--- config.mk ---
export PLATFORM = sky130hd
export DESIGN_NAME = dmx_engine
export DESIGN_NICKNAME = d
export VERILOG_FILES = /design/src/dmx_pkg.sv /design/src/dmx_addr_step.sv /design/src/dmx_engine.sv
export SDC_FILE = /design/constraint.sdc
export NUM_CORES = 1
export LEC_CHECK = 0
export BUFFER_PORTS_ARGS = -buffer_cell sky130_fd_sc_hd__buf_2
export CAP_MARGIN = 20
export CORE_MARGIN = 8
export CORE_UTILIZATION = 62
export CTS_CLUSTER_SIZE = 12
export DETAILED_ROUTE_END_ITERATION = 10
export PLACE_DENSITY = 0.81
export RECOVER_POWER = 50
export SETUP_SLACK_MARGIN = 0.15
export SLEW_MARGIN = 15
export SYNTH_ARGS = -nofsm -noshare
export SYNTH_HDL_FRONTEND = slang
export SYNTH_SLANG_ARGS = --single-unit
--- constraint.sdc ---
create_clock -name pclk -period 6 [get_ports pclk]
set_input_delay 0.6 -clock pclk [delete_from_list [all_inputs] [get_ports pclk]]
set_output_delay 0.6 -clock pclk [all_outputs]
set_load 0.01 [all_outputs]
--- src/dmx_pkg.sv ---
// Purpose: Shared constants, types and register map of the four-channel transfer engine.
// Assumes: Register index times four gives the APB byte address.
// Notes: Control and status bit positions are laid out here once.
package dmx_pkg;

  localparam int DMX_CH = 4;
  localparam int DMX_AW = 24;
  localparam int DMX_LW = 16;
  localparam int DMX_PAW = 9;

  // Register indices inside one channel; channel number sits above them
  localparam logic [4:0] DMX_IDX_ADDR_A = 5'h00;
  localparam logic [4:0] DMX_IDX_ADDR_B = 5'h08;
  localparam logic [4:0] DMX_IDX_LENGTH = 5'h10;
  localparam logic [4:0] DMX_IDX_CONTROL = 5'h1c;
  localparam logic [4:0] DMX_IDX_STATUS = 5'h1e;

  // Control word bit positions
  localparam int DMX_C_ENABLE = 0;
  localparam int DMX_C_WAY = 1;
  localparam int DMX_C_SIZE = 2;
  localparam int DMX_C_INDIRECT = 3;
  localparam int DMX_C_CONT = 4;
  localparam int DMX_C_AUTOINIT = 5;
  localparam int DMX_C_STEP_A = 8;
  localparam int DMX_C_ADJ_A = 10;
  localparam int DMX_C_STEP_B = 12;
  localparam int DMX_C_ADJ_B = 14;
  localparam int DMX_C_IRQ_TC = 16;
  localparam int DMX_C_IRQ_OVR = 17;
  localparam int DMX_C_SECONDARY = 18;
  localparam logic [31:0] DMX_CTRL_MASK = 32'h0007_773f;

  // Status word bit positions
  localparam int DMX_S_TC = 0;
  localparam int DMX_S_OVR = 1;
  localparam int DMX_S_ACTIVE = 2;
  localparam int DMX_S_VALID = 3;

  // Reset values
  localparam logic [31:0] DMX_CTRL_RST = 32'h0000_0000;
  localparam logic [23:0] DMX_ADDR_RST = 24'h00_0000;
  localparam logic [15:0] DMX_LEN_RST = 16'h0000;

  // Step field codes
  localparam logic [1:0] DMX_STEP_INC1 = 2'h0;
  localparam logic [1:0] DMX_STEP_INC2 = 2'h1;
  localparam logic [1:0] DMX_STEP_DEC1 = 2'h2;
  localparam logic [1:0] DMX_STEP_DEC2 = 2'h3;

  typedef enum logic [5:0] {
    DMX_IDLE = 6'b000001,
    DMX_ARB = 6'b000010,
    DMX_XFER = 6'b000100,
    DMX_WRITE = 6'b001000,
    DMX_REL = 6'b010000,
    DMX_GAP = 6'b100000
  } dmx_state_t;

  typedef struct packed {
    logic serial_rx;
    logic serial_tx;
    logic audio_rx;
    logic audio_tx;
    logic pcm_out;
    logic pcm_in;
  } dmx_periph_t;

  typedef struct packed {
    logic [23:0] addr;
    logic rd;
    logic wr;
    logic wide;
  } dmx_bus_t;

endpackage

--- src/dmx_addr_step.sv ---
// Purpose: Next value of one address counter after a transferred item.
// Assumes: Step size is independent of item size.
// Notes: Adjust off freezes the address.
`timescale 1ns/1ps
module dmx_addr_step
  import dmx_pkg::*;
(
  input wire logic [23:0] addr,
  input wire logic [1:0] step,
  input wire logic adjust,
  output logic [23:0] addr_next
);

  wire [23:0] delta = (step == DMX_STEP_INC2 || step == DMX_STEP_DEC2) ? 24'h00_0002 : 24'h00_0001;
  wire down = (step == DMX_STEP_DEC1) || (step == DMX_STEP_DEC2);

  assign addr_next = !adjust ? addr : (down ? addr - delta : addr + delta);

endmodule

--- src/dmx_engine.sv ---
// Purpose: Four-channel transfer engine with an APB register slave and a system bus master.
// Assumes: Peripheral requests, grant and freeze come from logic on pclk.
// Notes: Bus cycles take one clock; data is valid in the cycle of the strobe.
//
// The register offsets and the APB register port were decided locally.
`timescale 1ns/1ps
module dmx_engine
  import dmx_pkg::*;
(
  input wire logic pclk,
  input wire logic presetn,
  input wire logic psel,
  input wire logic penable,
  input wire logic pwrite,
  input wire logic [8:0] paddr,
  input wire logic [31:0] pwdata,
  output logic [31:0] prdata,
  output logic pready,
  output logic pslverr,
  input wire dmx_periph_t periph_req,
  output dmx_periph_t periph_ack,
  output logic bus_req,
  input wire logic bus_grant,
  input wire logic freeze,
  output dmx_bus_t sys_bus,
  input wire logic [15:0] sys_rdata,
  output logic [15:0] sys_wdata,
  output logic [3:0] chan_irq
);

  logic [23:0] addr_a_reg [DMX_CH];
  logic [23:0] addr_b_reg [DMX_CH];
  logic [15:0] len_reg [DMX_CH];
  logic [31:0] ctrl_reg [DMX_CH];
  logic [3:0] tc_reg;
  logic [3:0] ovr_reg;
  logic [3:0] active_reg;
  logic [3:0] valid_reg;
  logic [3:0] irq_reg;
  logic [31:0] prdata_reg;
  logic pready_reg;
  logic pslverr_reg;
  dmx_state_t state_reg;
  dmx_state_t state_next;
  logic [1:0] cur_ch_reg;
  logic [15:0] temp_reg;
  dmx_bus_t bus_reg;
  dmx_bus_t bus_next;
  dmx_periph_t ack_reg;
  dmx_periph_t ack_next;
  logic bus_req_reg;

  // APB decode
  wire [1:0] apb_ch = paddr[8:7];
  wire [4:0] apb_idx = paddr[6:2];
  wire hit_a = (apb_idx == DMX_IDX_ADDR_A);
  wire hit_b = (apb_idx == DMX_IDX_ADDR_B);
  wire hit_len = (apb_idx == DMX_IDX_LENGTH);
  wire hit_ctrl = (apb_idx == DMX_IDX_CONTROL);
  wire hit_stat = (apb_idx == DMX_IDX_STATUS);
  wire mapped = hit_a | hit_b | hit_len | hit_ctrl | hit_stat;
  wire apb_done = psel & penable & pready_reg;
  wire apb_wr = apb_done & pwrite & mapped;

  wire [31:0] stat_word = {28'h000_0000, valid_reg[apb_ch], active_reg[apb_ch],
                           ovr_reg[apb_ch], tc_reg[apb_ch]};
  wire [31:0] rd_word = hit_a ? {8'h00, addr_a_reg[apb_ch]} :
                        hit_b ? {8'h00, addr_b_reg[apb_ch]} :
                        hit_len ? {16'h0000, len_reg[apb_ch]} :
                        hit_ctrl ? ctrl_reg[apb_ch] :
                        hit_stat ? stat_word : 32'h0000_0000;

  // One wait state: pready rises in the second access cycle
  always_ff @(posedge pclk or negedge presetn)
  begin
    if (!presetn)
    begin
      pready_reg <= 1'b0;
      prdata_reg <= 32'h0000_0000;
      pslverr_reg <= 1'b0;
    end
    else
    begin
      pready_reg <= psel & penable & !pready_reg;
      prdata_reg <= (psel & penable & !pready_reg & !pwrite) ? rd_word : 32'h0000_0000;
      pslverr_reg <= psel & penable & !pready_reg & !mapped;
    end
  end

  // Request routing per channel
  wire [3:0] sec;
  wire [3:0] en;
  wire [3:0] route_req;
  wire [3:0] pend;
  generate
    for (genvar c = 0; c < DMX_CH; c++)
    begin : g_sel
      assign sec[c] = ctrl_reg[c][DMX_C_SECONDARY];
      assign en[c] = ctrl_reg[c][DMX_C_ENABLE];
      assign pend[c] = en[c] & active_reg[c] & route_req[c] & !freeze;
    end
  endgenerate
  assign route_req[0] = sec[0] & periph_req.serial_rx;
  assign route_req[1] = !sec[1] & periph_req.serial_tx;
  assign route_req[2] = sec[2] ? periph_req.pcm_out : periph_req.audio_rx;
  assign route_req[3] = sec[3] ? periph_req.pcm_in : periph_req.audio_tx;

  wire any_pend = |pend;
  wire [1:0] win_ch = pend[0] ? 2'd0 : pend[1] ? 2'd1 : pend[2] ? 2'd2 : 2'd3;

  // Fields of the channel being serviced
  wire [31:0] cur_ctrl = ctrl_reg[cur_ch_reg];
  wire cur_way = cur_ctrl[DMX_C_WAY];
  wire cur_ind = cur_ctrl[DMX_C_INDIRECT];
  wire cur_cont = cur_ctrl[DMX_C_CONT];
  wire cur_wide = cur_ctrl[DMX_C_SIZE];
  wire cur_last = (len_reg[cur_ch_reg] == 16'h0001);
  wire cur_more = pend[cur_ch_reg] & !cur_last;
  wire item_done = ((state_reg == DMX_XFER) & !cur_ind) | (state_reg == DMX_WRITE);

  wire [23:0] step_a_out;
  wire [23:0] step_b_out;

  dmx_addr_step u_step_a (
    .addr(addr_a_reg[cur_ch_reg]),
    .step(cur_ctrl[DMX_C_STEP_A +: 2]),
    .adjust(cur_ctrl[DMX_C_ADJ_A]),
    .addr_next(step_a_out)
  );

  dmx_addr_step u_step_b (
    .addr(addr_b_reg[cur_ch_reg]),
    .step(cur_ctrl[DMX_C_STEP_B +: 2]),
    .adjust(cur_ctrl[DMX_C_ADJ_B] & cur_ind),
    .addr_next(step_b_out)
  );

  // Address seen by the next bus cycle, already stepped when an item just ended
  wire [23:0] a_now = item_done ? step_a_out : addr_a_reg[cur_ch_reg];
  wire [23:0] b_now = item_done ? step_b_out : addr_b_reg[cur_ch_reg];

  // Per-channel registers and flags
  generate
    for (genvar c = 0; c < DMX_CH; c++)
    begin : g_ch
      wire sel = (apb_ch == 2'(c));
      wire upd = item_done & (cur_ch_reg == 2'(c));
      wire term = upd & cur_last;
      wire wr_stat = apb_wr & sel & hit_stat;

      always_ff @(posedge pclk or negedge presetn)
      begin
        if (!presetn)
        begin
          addr_a_reg[c] <= DMX_ADDR_RST;
          addr_b_reg[c] <= DMX_ADDR_RST;
          len_reg[c] <= DMX_LEN_RST;
          ctrl_reg[c] <= DMX_CTRL_RST;
        end
        else
        begin
          if (upd)
            addr_a_reg[c] <= step_a_out;
          else if (apb_wr & sel & hit_a)
            addr_a_reg[c] <= pwdata[23:0];
          if (upd & cur_ind)
            addr_b_reg[c] <= step_b_out;
          else if (apb_wr & sel & hit_b)
            addr_b_reg[c] <= pwdata[23:0];
          if (upd)
            len_reg[c] <= len_reg[c] - 16'h0001;
          else if (apb_wr & sel & hit_len)
            len_reg[c] <= pwdata[15:0];
          if (apb_wr & sel & hit_ctrl)
            ctrl_reg[c] <= pwdata & DMX_CTRL_MASK;
        end
      end

      // Hardware set wins over a software clear in the same cycle
      always_ff @(posedge pclk or negedge presetn)
      begin
        if (!presetn)
        begin
          tc_reg[c] <= 1'b0;
          ovr_reg[c] <= 1'b0;
          active_reg[c] <= 1'b0;
          valid_reg[c] <= 1'b0;
          irq_reg[c] <= 1'b0;
        end
        else
        begin
          if (term)
            tc_reg[c] <= 1'b1;
          else if (wr_stat & pwdata[DMX_S_TC])
            tc_reg[c] <= 1'b0;
          if (term)
            ovr_reg[c] <= 1'b1;
          else if (wr_stat & pwdata[DMX_S_OVR])
            ovr_reg[c] <= 1'b0;
          if (wr_stat & pwdata[DMX_S_VALID])
            valid_reg[c] <= 1'b0;
          if (term | !en[c])
            active_reg[c] <= 1'b0;
          else if (len_reg[c] != 16'h0000)
            active_reg[c] <= 1'b1;
          irq_reg[c] <= (tc_reg[c] & ctrl_reg[c][DMX_C_IRQ_TC]) |
                        (ovr_reg[c] & ctrl_reg[c][DMX_C_IRQ_OVR]);
        end
      end
    end
  endgenerate

  // Sequencer
  always_comb
  begin
    state_next = state_reg;
    unique case (state_reg)
      DMX_IDLE:
        if (any_pend)
          state_next = DMX_ARB;
      DMX_ARB:
        if (!any_pend)
          state_next = DMX_IDLE;
        else if (bus_grant)
          state_next = DMX_XFER;
      DMX_XFER:
        if (cur_ind)
          state_next = DMX_WRITE;
        else if (cur_cont & cur_more)
          state_next = DMX_XFER;
        else
          state_next = DMX_REL;
      DMX_WRITE:
        if (cur_cont & cur_more)
          state_next = DMX_XFER;
        else
          state_next = DMX_REL;
      DMX_REL:
        if (cur_ind)
          state_next = DMX_GAP;
        else if (any_pend)
          state_next = DMX_ARB;
        else
          state_next = DMX_IDLE;
      DMX_GAP:
        state_next = any_pend ? DMX_ARB : DMX_IDLE;
      default:
        state_next = DMX_IDLE;
    endcase
  end

  wire nx_xfer = (state_next == DMX_XFER);
  wire nx_write = (state_next == DMX_WRITE);
  wire nx_ind = cur_ctrl[DMX_C_INDIRECT];

  always_comb
  begin
    bus_next.rd = nx_xfer & (nx_ind | !cur_way);
    bus_next.wr = (nx_xfer & !nx_ind & cur_way) | nx_write;
    bus_next.wide = (nx_xfer | nx_write) & cur_wide;
    if (nx_write)
      bus_next.addr = cur_way ? a_now : b_now;
    else if (nx_xfer)
      bus_next.addr = (nx_ind & cur_way) ? b_now : a_now;
    else
      bus_next.addr = 24'h00_0000;
  end

  // Acknowledge goes to the requesting peripheral in the cycle that touches it
  wire ack_on = (nx_xfer & !nx_ind) | nx_write;
  wire [3:0] ack_ch = ack_on ? (4'h1 << cur_ch_reg) : 4'h0;
  always_comb
  begin
    ack_next.serial_rx = ack_ch[0] & sec[0];
    ack_next.serial_tx = ack_ch[1] & !sec[1];
    ack_next.audio_rx = ack_ch[2] & !sec[2];
    ack_next.pcm_out = ack_ch[2] & sec[2];
    ack_next.audio_tx = ack_ch[3] & !sec[3];
    ack_next.pcm_in = ack_ch[3] & sec[3];
  end

  always_ff @(posedge pclk or negedge presetn)
  begin
    if (!presetn)
    begin
      state_reg <= DMX_IDLE;
      cur_ch_reg <= 2'd0;
      bus_reg <= '0;
      ack_reg <= '0;
      bus_req_reg <= 1'b0;
    end
    else
    begin
      state_reg <= state_next;
      if (state_next == DMX_ARB)
        cur_ch_reg <= win_ch;
      bus_reg <= bus_next;
      ack_reg <= ack_next;
      bus_req_reg <= (state_next == DMX_ARB) | nx_xfer | nx_write;
    end
  end

  // Temporary register of indirect mode; drives write data in the next cycle
  always_ff @(posedge pclk or negedge presetn)
  begin
    if (!presetn)
      temp_reg <= 16'h0000;
    else if ((state_reg == DMX_XFER) & cur_ind)
      temp_reg <= cur_wide ? sys_rdata : {8'h00, sys_rdata[7:0]};
  end

  assign prdata = prdata_reg;
  assign pready = pready_reg;
  assign pslverr = pslverr_reg;
  assign periph_ack = ack_reg;
  assign bus_req = bus_req_reg;
  assign sys_bus = bus_reg;
  assign sys_wdata = temp_reg;
  assign chan_irq = irq_reg;

endmodule

== Yosys cells after proc, flatten, opt, wreduce, memory -nomap -nowiden ==
Cells that the tools add are included.

* Bits in registers: 424
* Input port bits: 70
* Output and inout bits: 88

* $add $sub $neg: 8
* Order comparisons: 4
* Equality and inequality tests: 26
* Bitwise logic cells: 110
* Multiplexer cells: 115
* Reductions and logical operators: 50
* Shift operators: 1

{| class="wikitable"
|+ Operators by type and width
! cell !! number
|-
| 24-bit 2-to-1 mux || 34
|-
| 32-bit 2-to-1 mux || 7
|-
| 16-bit 2-to-1 mux || 13
|-
| 24-bit binary-select mux with 2-bit select || 4
|-
| 32-bit binary-select mux with 2-bit select || 2
|-
| 1-bit bitwise AND || 89
|-
| 16-bit binary-select mux with 2-bit select || 2
|-
| 16-bit nonzero test || 4
|-
| 16-bit by 1-bit subtractor with 16-bit output, second input constant || 4
|-
| 24-bit adder || 2
|-
| 2-bit nonzero test || 24
|-
| 24-bit subtractor || 2
|-
| 6-bit case mux with 6 select lines || 1
|-
| 1-bit 2-to-1 mux || 32
|-
| 15-bit 2-to-1 mux || 2
|-
| 6-bit 2-to-1 mux || 4
|-
| 1-bit bitwise OR || 19
|-
| 16-bit by 1-bit == test with 1-bit output, second input constant || 1
|-
| 2-bit == test, second input constant || 8
|-
| 5-bit == test, second input constant || 3
|-
| 1-bit logical NOT || 14
|-
| 6-bit by 2-bit == test with 1-bit output, second input constant || 2
|-
| 6-bit by 3-bit == test with 1-bit output, second input constant || 2
|-
| 6-bit by 4-bit == test with 1-bit output, second input constant || 2
|-
| other kinds (17) || 37
|}

== Logic depth before layout (Yosys ltp) ==
* Word-level depth: 16
* Gate-level depth with buffers: 18
* Gate-level depth less buffers: 14

== By module ==
Synthesis repeated with hierarchy kept, for this count alone.

* Cell total of the unflattened synthesis: 2857
* Area total of the unflattened synthesis: 27537.7 µm²

{| class="wikitable"
|+ By module, submodules not included
! module !! cells an instance !! times used !! area an instance (µm²)
|-
| dmx_engine || 2370 || 1 || 23995.5
|-
| dmx_addr_step at u_step_a || 243 || 1 || 1785.5
|-
| dmx_addr_step at u_step_b || 244 || 1 || 1756.7
|}

== Least setup slack after synthesis ==
No wires, ideal clock.

* Path kind: flip-flop to flip-flop
* Start point: reg cur_ch_reg[1]
* End point: reg addr_b_reg[46] (netlist name)
* Arrival time: 4090 ps
* Stages on the path, launching flop included: 19
* Setup slack: 1777 ps
* Buffers on the path: 4
* Clock period less this slack: 4223 ps
* Path through: dfrtp_1 > buf_2 > buf_2 > clkbuf_1 > clkbuf_1 > mux4_2 > inv_1 > ha_1 > inv_1 > fa_1 > a21o_1 > a221oi_2 > o221a_2 > o31ai_1 > a221o_1 > xnor2_1 > nor2_1 > a21oi_1 > o21ai_0

* Cells in the longest elaborated chain, start to end: 11
* Elaborated cells on any way between the ends: 26

{| class="wikitable"
|+ RTL lines
! what !! RTL line !! text
|-
| from (decl) || dmx_engine.sv:45 || <nowiki>logic [1:0] cur_ch_reg;</nowiki>
|-
| from (signal assigned) || dmx_engine.sv:296 || <nowiki>cur_ch_reg <= win_ch;</nowiki>
|-
| 2-bit NOT with 3-bit output (not written as such) || dmx_engine.sv:112, dmx_engine.sv:132 ||
|-
| 32-bit binary-select mux with 2-bit select || dmx_engine.sv:112 || <nowiki>wire [31:0] cur_ctrl = ctrl_reg[cur_ch_reg];</nowiki>
|-
| 15-bit 2-to-1 mux (not written as such) (2 in series) || dmx_engine.sv:112 ||
|-
| 2-bit by 1-bit == test with 1-bit output / 2-bit == test (equally long branches) || dmx_addr_step.sv:14, dmx_addr_step.sv:15 ||
|-
| 1-bit logical OR || dmx_addr_step.sv:14 || <nowiki>wire [23:0] delta = (step == DMX_STEP_INC2 || step == DMX_STEP_DEC2) ? 24'h00_0002 : 24'h00_0001;</nowiki>
|-
| 2-bit 2-to-1 mux || dmx_addr_step.sv:14 ||
|-
| 24-bit adder / 24-bit subtractor (equally long branches) || dmx_addr_step.sv:17 || <nowiki>assign addr_next = !adjust ? addr : (down ? addr - delta : addr + delta);</nowiki>
|-
| 24-bit 2-to-1 mux (2 in series) || dmx_addr_step.sv:17 ||
|-
| 24-bit 2-to-1 mux || dmx_engine.sv:166 || <nowiki>if (upd & cur_ind)</nowiki>
|-
| to (signal, indexed assignment) || dmx_engine.sv:167 || <nowiki>addr_b_reg[c] <= step_b_out;</nowiki>
|-
| to (signal, indexed assignment) || dmx_engine.sv:169 || <nowiki>addr_b_reg[c] <= pwdata[23:0];</nowiki>
|-
| to (decl) || dmx_engine.sv:32 || <nowiki>logic [23:0] addr_b_reg [DMX_CH];</nowiki>
|}

Parallel ways exist; a longest one is shown, timed or not. The select of a mux whose other input is x is not followed.
A chain may end at the register's enable or synchronous reset.

== Final worst setup path ==
* Start point: reg cur_ch_reg[0]
* End point: reg addr_b_reg[95] (netlist name)

The elaborated chain is that of the path after synthesis.

==> reports/summary.txt <==
Outcome = finished with violations
Failing checks = capacitance limit, slew limit
Layout cell share with drive strength beyond 1 = 16.4%
Worst setup EP type = register
Vert. Die Dim = 224 um
DR vias/cell = 7.05
Setup CP Type = register to register
XOR/XNOR share of the synthesized area = 1.27%
Max-Slew Margin vs Limit = -108%
Fill cells = 3276
Clk root buf = clkbuf_16
Via count = 24900
Reg clk slew, reported paths = 60 ps
Setup violations, final = 0
Fin crit period = 5090 ps
Post-Syn Area = 26800 um2
Peak Freq = 197 MHz
Power Density = 210 nW/um2
Crit path DAT = 5540 ps
Final hold viol count = 0
Iteration-0 DRC Markers = 3508
Number of synthesized register bits = 416
Adder-Cell Fraction of Synth Area = 2.48%
Simple logic cell fraction of the synthesized area = 17.6%
PortBufs = 139
Number of synthesis warnings = 0
Syn avg cell area = 9.32 um2
Clock power share = 45.3%
Skew-Pair Late Insertion Delay = 600 ps
Largest family of logic cells by synthesized area = multiplexers
Seq/Total Area, Yosys = 38.8%
Ant diodes = 0
Final nets = 3039
DRC = 0
Clock skew = 17.3 ps
EDFF count, synth = 0
Worst setup SP type = register
Post-route ant nets = 0
Routability congestion estimate = 0.975
Switching portion of total power = 25.7%
RSZ-0062 raised after global routing = false
Setup repair bufs after CTS = 0
Combinational Power Share = 8.6%
P_int = 4570 uW
Peak supply drop = 0.210 mV
Util after Layout = 68.1%
Synth Instances = 2877
GRT overflow = 0
GRT Total Usage = 37.0%
Clk sinks = 416
Static Leak = 0.0126 uW
Pins Over Slew Limit = 141
Die width = 224 um
CTS buffer count = 45
Layout Cells excl Fill = 3532
Total negative slack = 0 ps
PostCTS Resize Cnt = 0
Area delta synth->final = 8.86%
Post-synthesis mux area share = 20.5%
Core area = 42900 um2
Standard-cell row count = 76
NetSw = 1580 uW
Inst Count DP = 3454
Max_cap viols = 2
Detailed placement HPWL = 63000 um
Initial antenna violation count = 2
DR WL/cell = 26.8 um
Distinct cells, synth = 88
Overall power = 6140 uW
First-pass GRT wire length = 143000 um
Die area = 50200 um2
Vias in the first global route = 24200
Synth Area in Compound Gates = 15.2%
Main flop type after synthesis = dfrtp_1
Pre-antenna DRT Iters = 9
Clock H-tree levels = 2
Fin crit share = 84.8%
Worst-Margin Slew = 3120 ps
Initial Utilization = 62.6%
Hold Crit Class = input port to register
Hold Buf Count CTS = 0
Clk buf depth = 3
FFs w/ async S/R, synth = 100%
Worst EP required = 6450 ps
CTS tree = done
Routed WL = 94500 um
CP max FO = 32
Largest net degree at the start of global routing = 185
Sequential power share = 46.1%
I/O pin cnt = 158
==> synthesized netlist by cell type (10+ instances only) <==
library cell / n / area share (%)
mux2_2: 124 / 5.2
mux2i_1: 100 / 3.7
nor4_1: 17 / 0.40
nor2_1: 258 / 3.6
xnor2_1: 21 / 0.69
o21ai_0: 224 / 4.2
clkbuf_1: 132 / 1.8
or3_1: 11 / 0.26
a22oi_1: 19 / 0.53
a311oi_1: 10 / 0.33
o22ai_1: 14 / 0.33
nor2b_1: 20 / 0.47
nand2b_1: 19 / 0.44
ha_1: 50 / 2.3
buf_4: 14 / 0.39
a211oi_1: 16 / 0.45
buf_2: 38 / 0.71
nor3_1: 62 / 1.2
xor2_1: 18 / 0.59
and3_1: 32 / 0.75
mux4_2: 137 / 12
nand2_1: 527 / 7.4
o211ai_1: 11 / 0.31
buf_1: 19 / 0.27
inv_1: 47 / 0.66
o21ai_1: 17 / 0.32
a221oi_1: 10 / 0.33
nand4_1: 12 / 0.28
dfrtp_1: 415 / 39
a211o_1: 14 / 0.46
a21oi_1: 191 / 3.6
a31oi_1: 49 / 1.1
nand3_1: 55 / 1.0
a21o_1: 25 / 0.70
==> critical path: stages, from the launching register on <==
cell	delay [ps]
dfrtp_4	810
buf_4	520
mux4_2	660
ha_1	410
a21oi_1	190
o22ai_1	180
or3_1	380
o21ai_0	670
a21oi_1	180
xor2_1	290
nand2_1	120
xor2_1	370
o21ai_0	140
==> stage by stage <==
stage	setup slack (ps)	hold slack, ps	cell area (um2)
2_1_floorplan	1780	304	26900
3_3_place_gp	1250	445	27900
3_5_place_dp	1120	452	27900
4_1_cts	1080	140	29300
5_1_grt	736	191	29200
6_report	915	205	29200
==> layout by cell type (no fill, tap or decap), drive strengths merged, types with 10 or more instances in the layout <==
master    n
a21oi   191
xor2     18
a221oi   11
nor3     63
nor4     19
a311oi   10
o21ai   241
a211o    14
nor2b    20
buf     111
nand2b   19
clkbuf  148
ha       50
inv      49
nand3    55
or3      11
a22oi    19
and3     32
nor2    263
a31oi    49
xnor2    21
a211oi   16
nand2   531
dfrtp   415
nand4    12
o22ai    14
mux2i   100
mux4    137
a21o     25
o211ai   11
mux2    126
==> final timing paths <==
kind / startpoint / endpoint / slack (ps) / depth (start not counted)
min in group asynchronous: presetn / sys_wdata[6] / 970 / 1
hold / removal: sys_rdata[3] / sys_wdata[3] / 200 / 3
hold reg to reg: sys_wdata[14] / sys_wdata[14] / 470 / 2
setup reg to reg: cur_ch_reg[0] / addr_b_reg[95] / 910 / 12
setup / recovery: cur_ch_reg[0] / addr_b_reg[95] / 910 / 12
max in group asynchronous: presetn / cur_ch_reg[0] / 2750 / 2
==> power by group through the flow <==
stage / combinational [uW] / clock [uW] / sequential, uW
final: 529 / 2780 / 2830
after global routing: 554 / 2890 / 2830
after CTS: 513 / 2780 / 2830
after detailed placement: 511 / 0 / 2880
after global placement: 502 / 0 / 2880
after floorplan: 303 / 0 / 2870
==> routing by layer <==
layer	vias up	GRT usage (%)	part of all wire, %	wire length [um]
li1	10500	-	-	-
met1	11900	46.8	35	33100
met2	2092	54.3	43	40300
met3	426	12.9	15	14000
met4	2	22.6	7.5	7050
met5	-	0	0.0074	7
==> kinds of logic (layout without fill, tap and decap cells) <==
family | after synthesis | count (layout)
simple gates | 1074 | 1074
compound gates | 677 | 677
flops | 416 | 416
mux | 363 | 363
buf+inv | 255 | 318
fa+ha+maj | 52 | 52
xor+xnor | 39 | 39
other cells | 1 | 8
==> area by class of cell <==
class / count / area, um2 / area share [%]
tap: 585 / 732 / 2.51
clock buffer: 66 / 1350 / 4.61
timing repair buffer: 193 / 1030 / 3.54
sequential: 416 / 10400 / 35.7
clock inverter: 11 / 88.8 / 0.304
multi-input combinational: 2213 / 15400 / 52.8
inverter: 48 / 180 / 0.617
No activity file was read; power rests on OpenSTA's default activity.
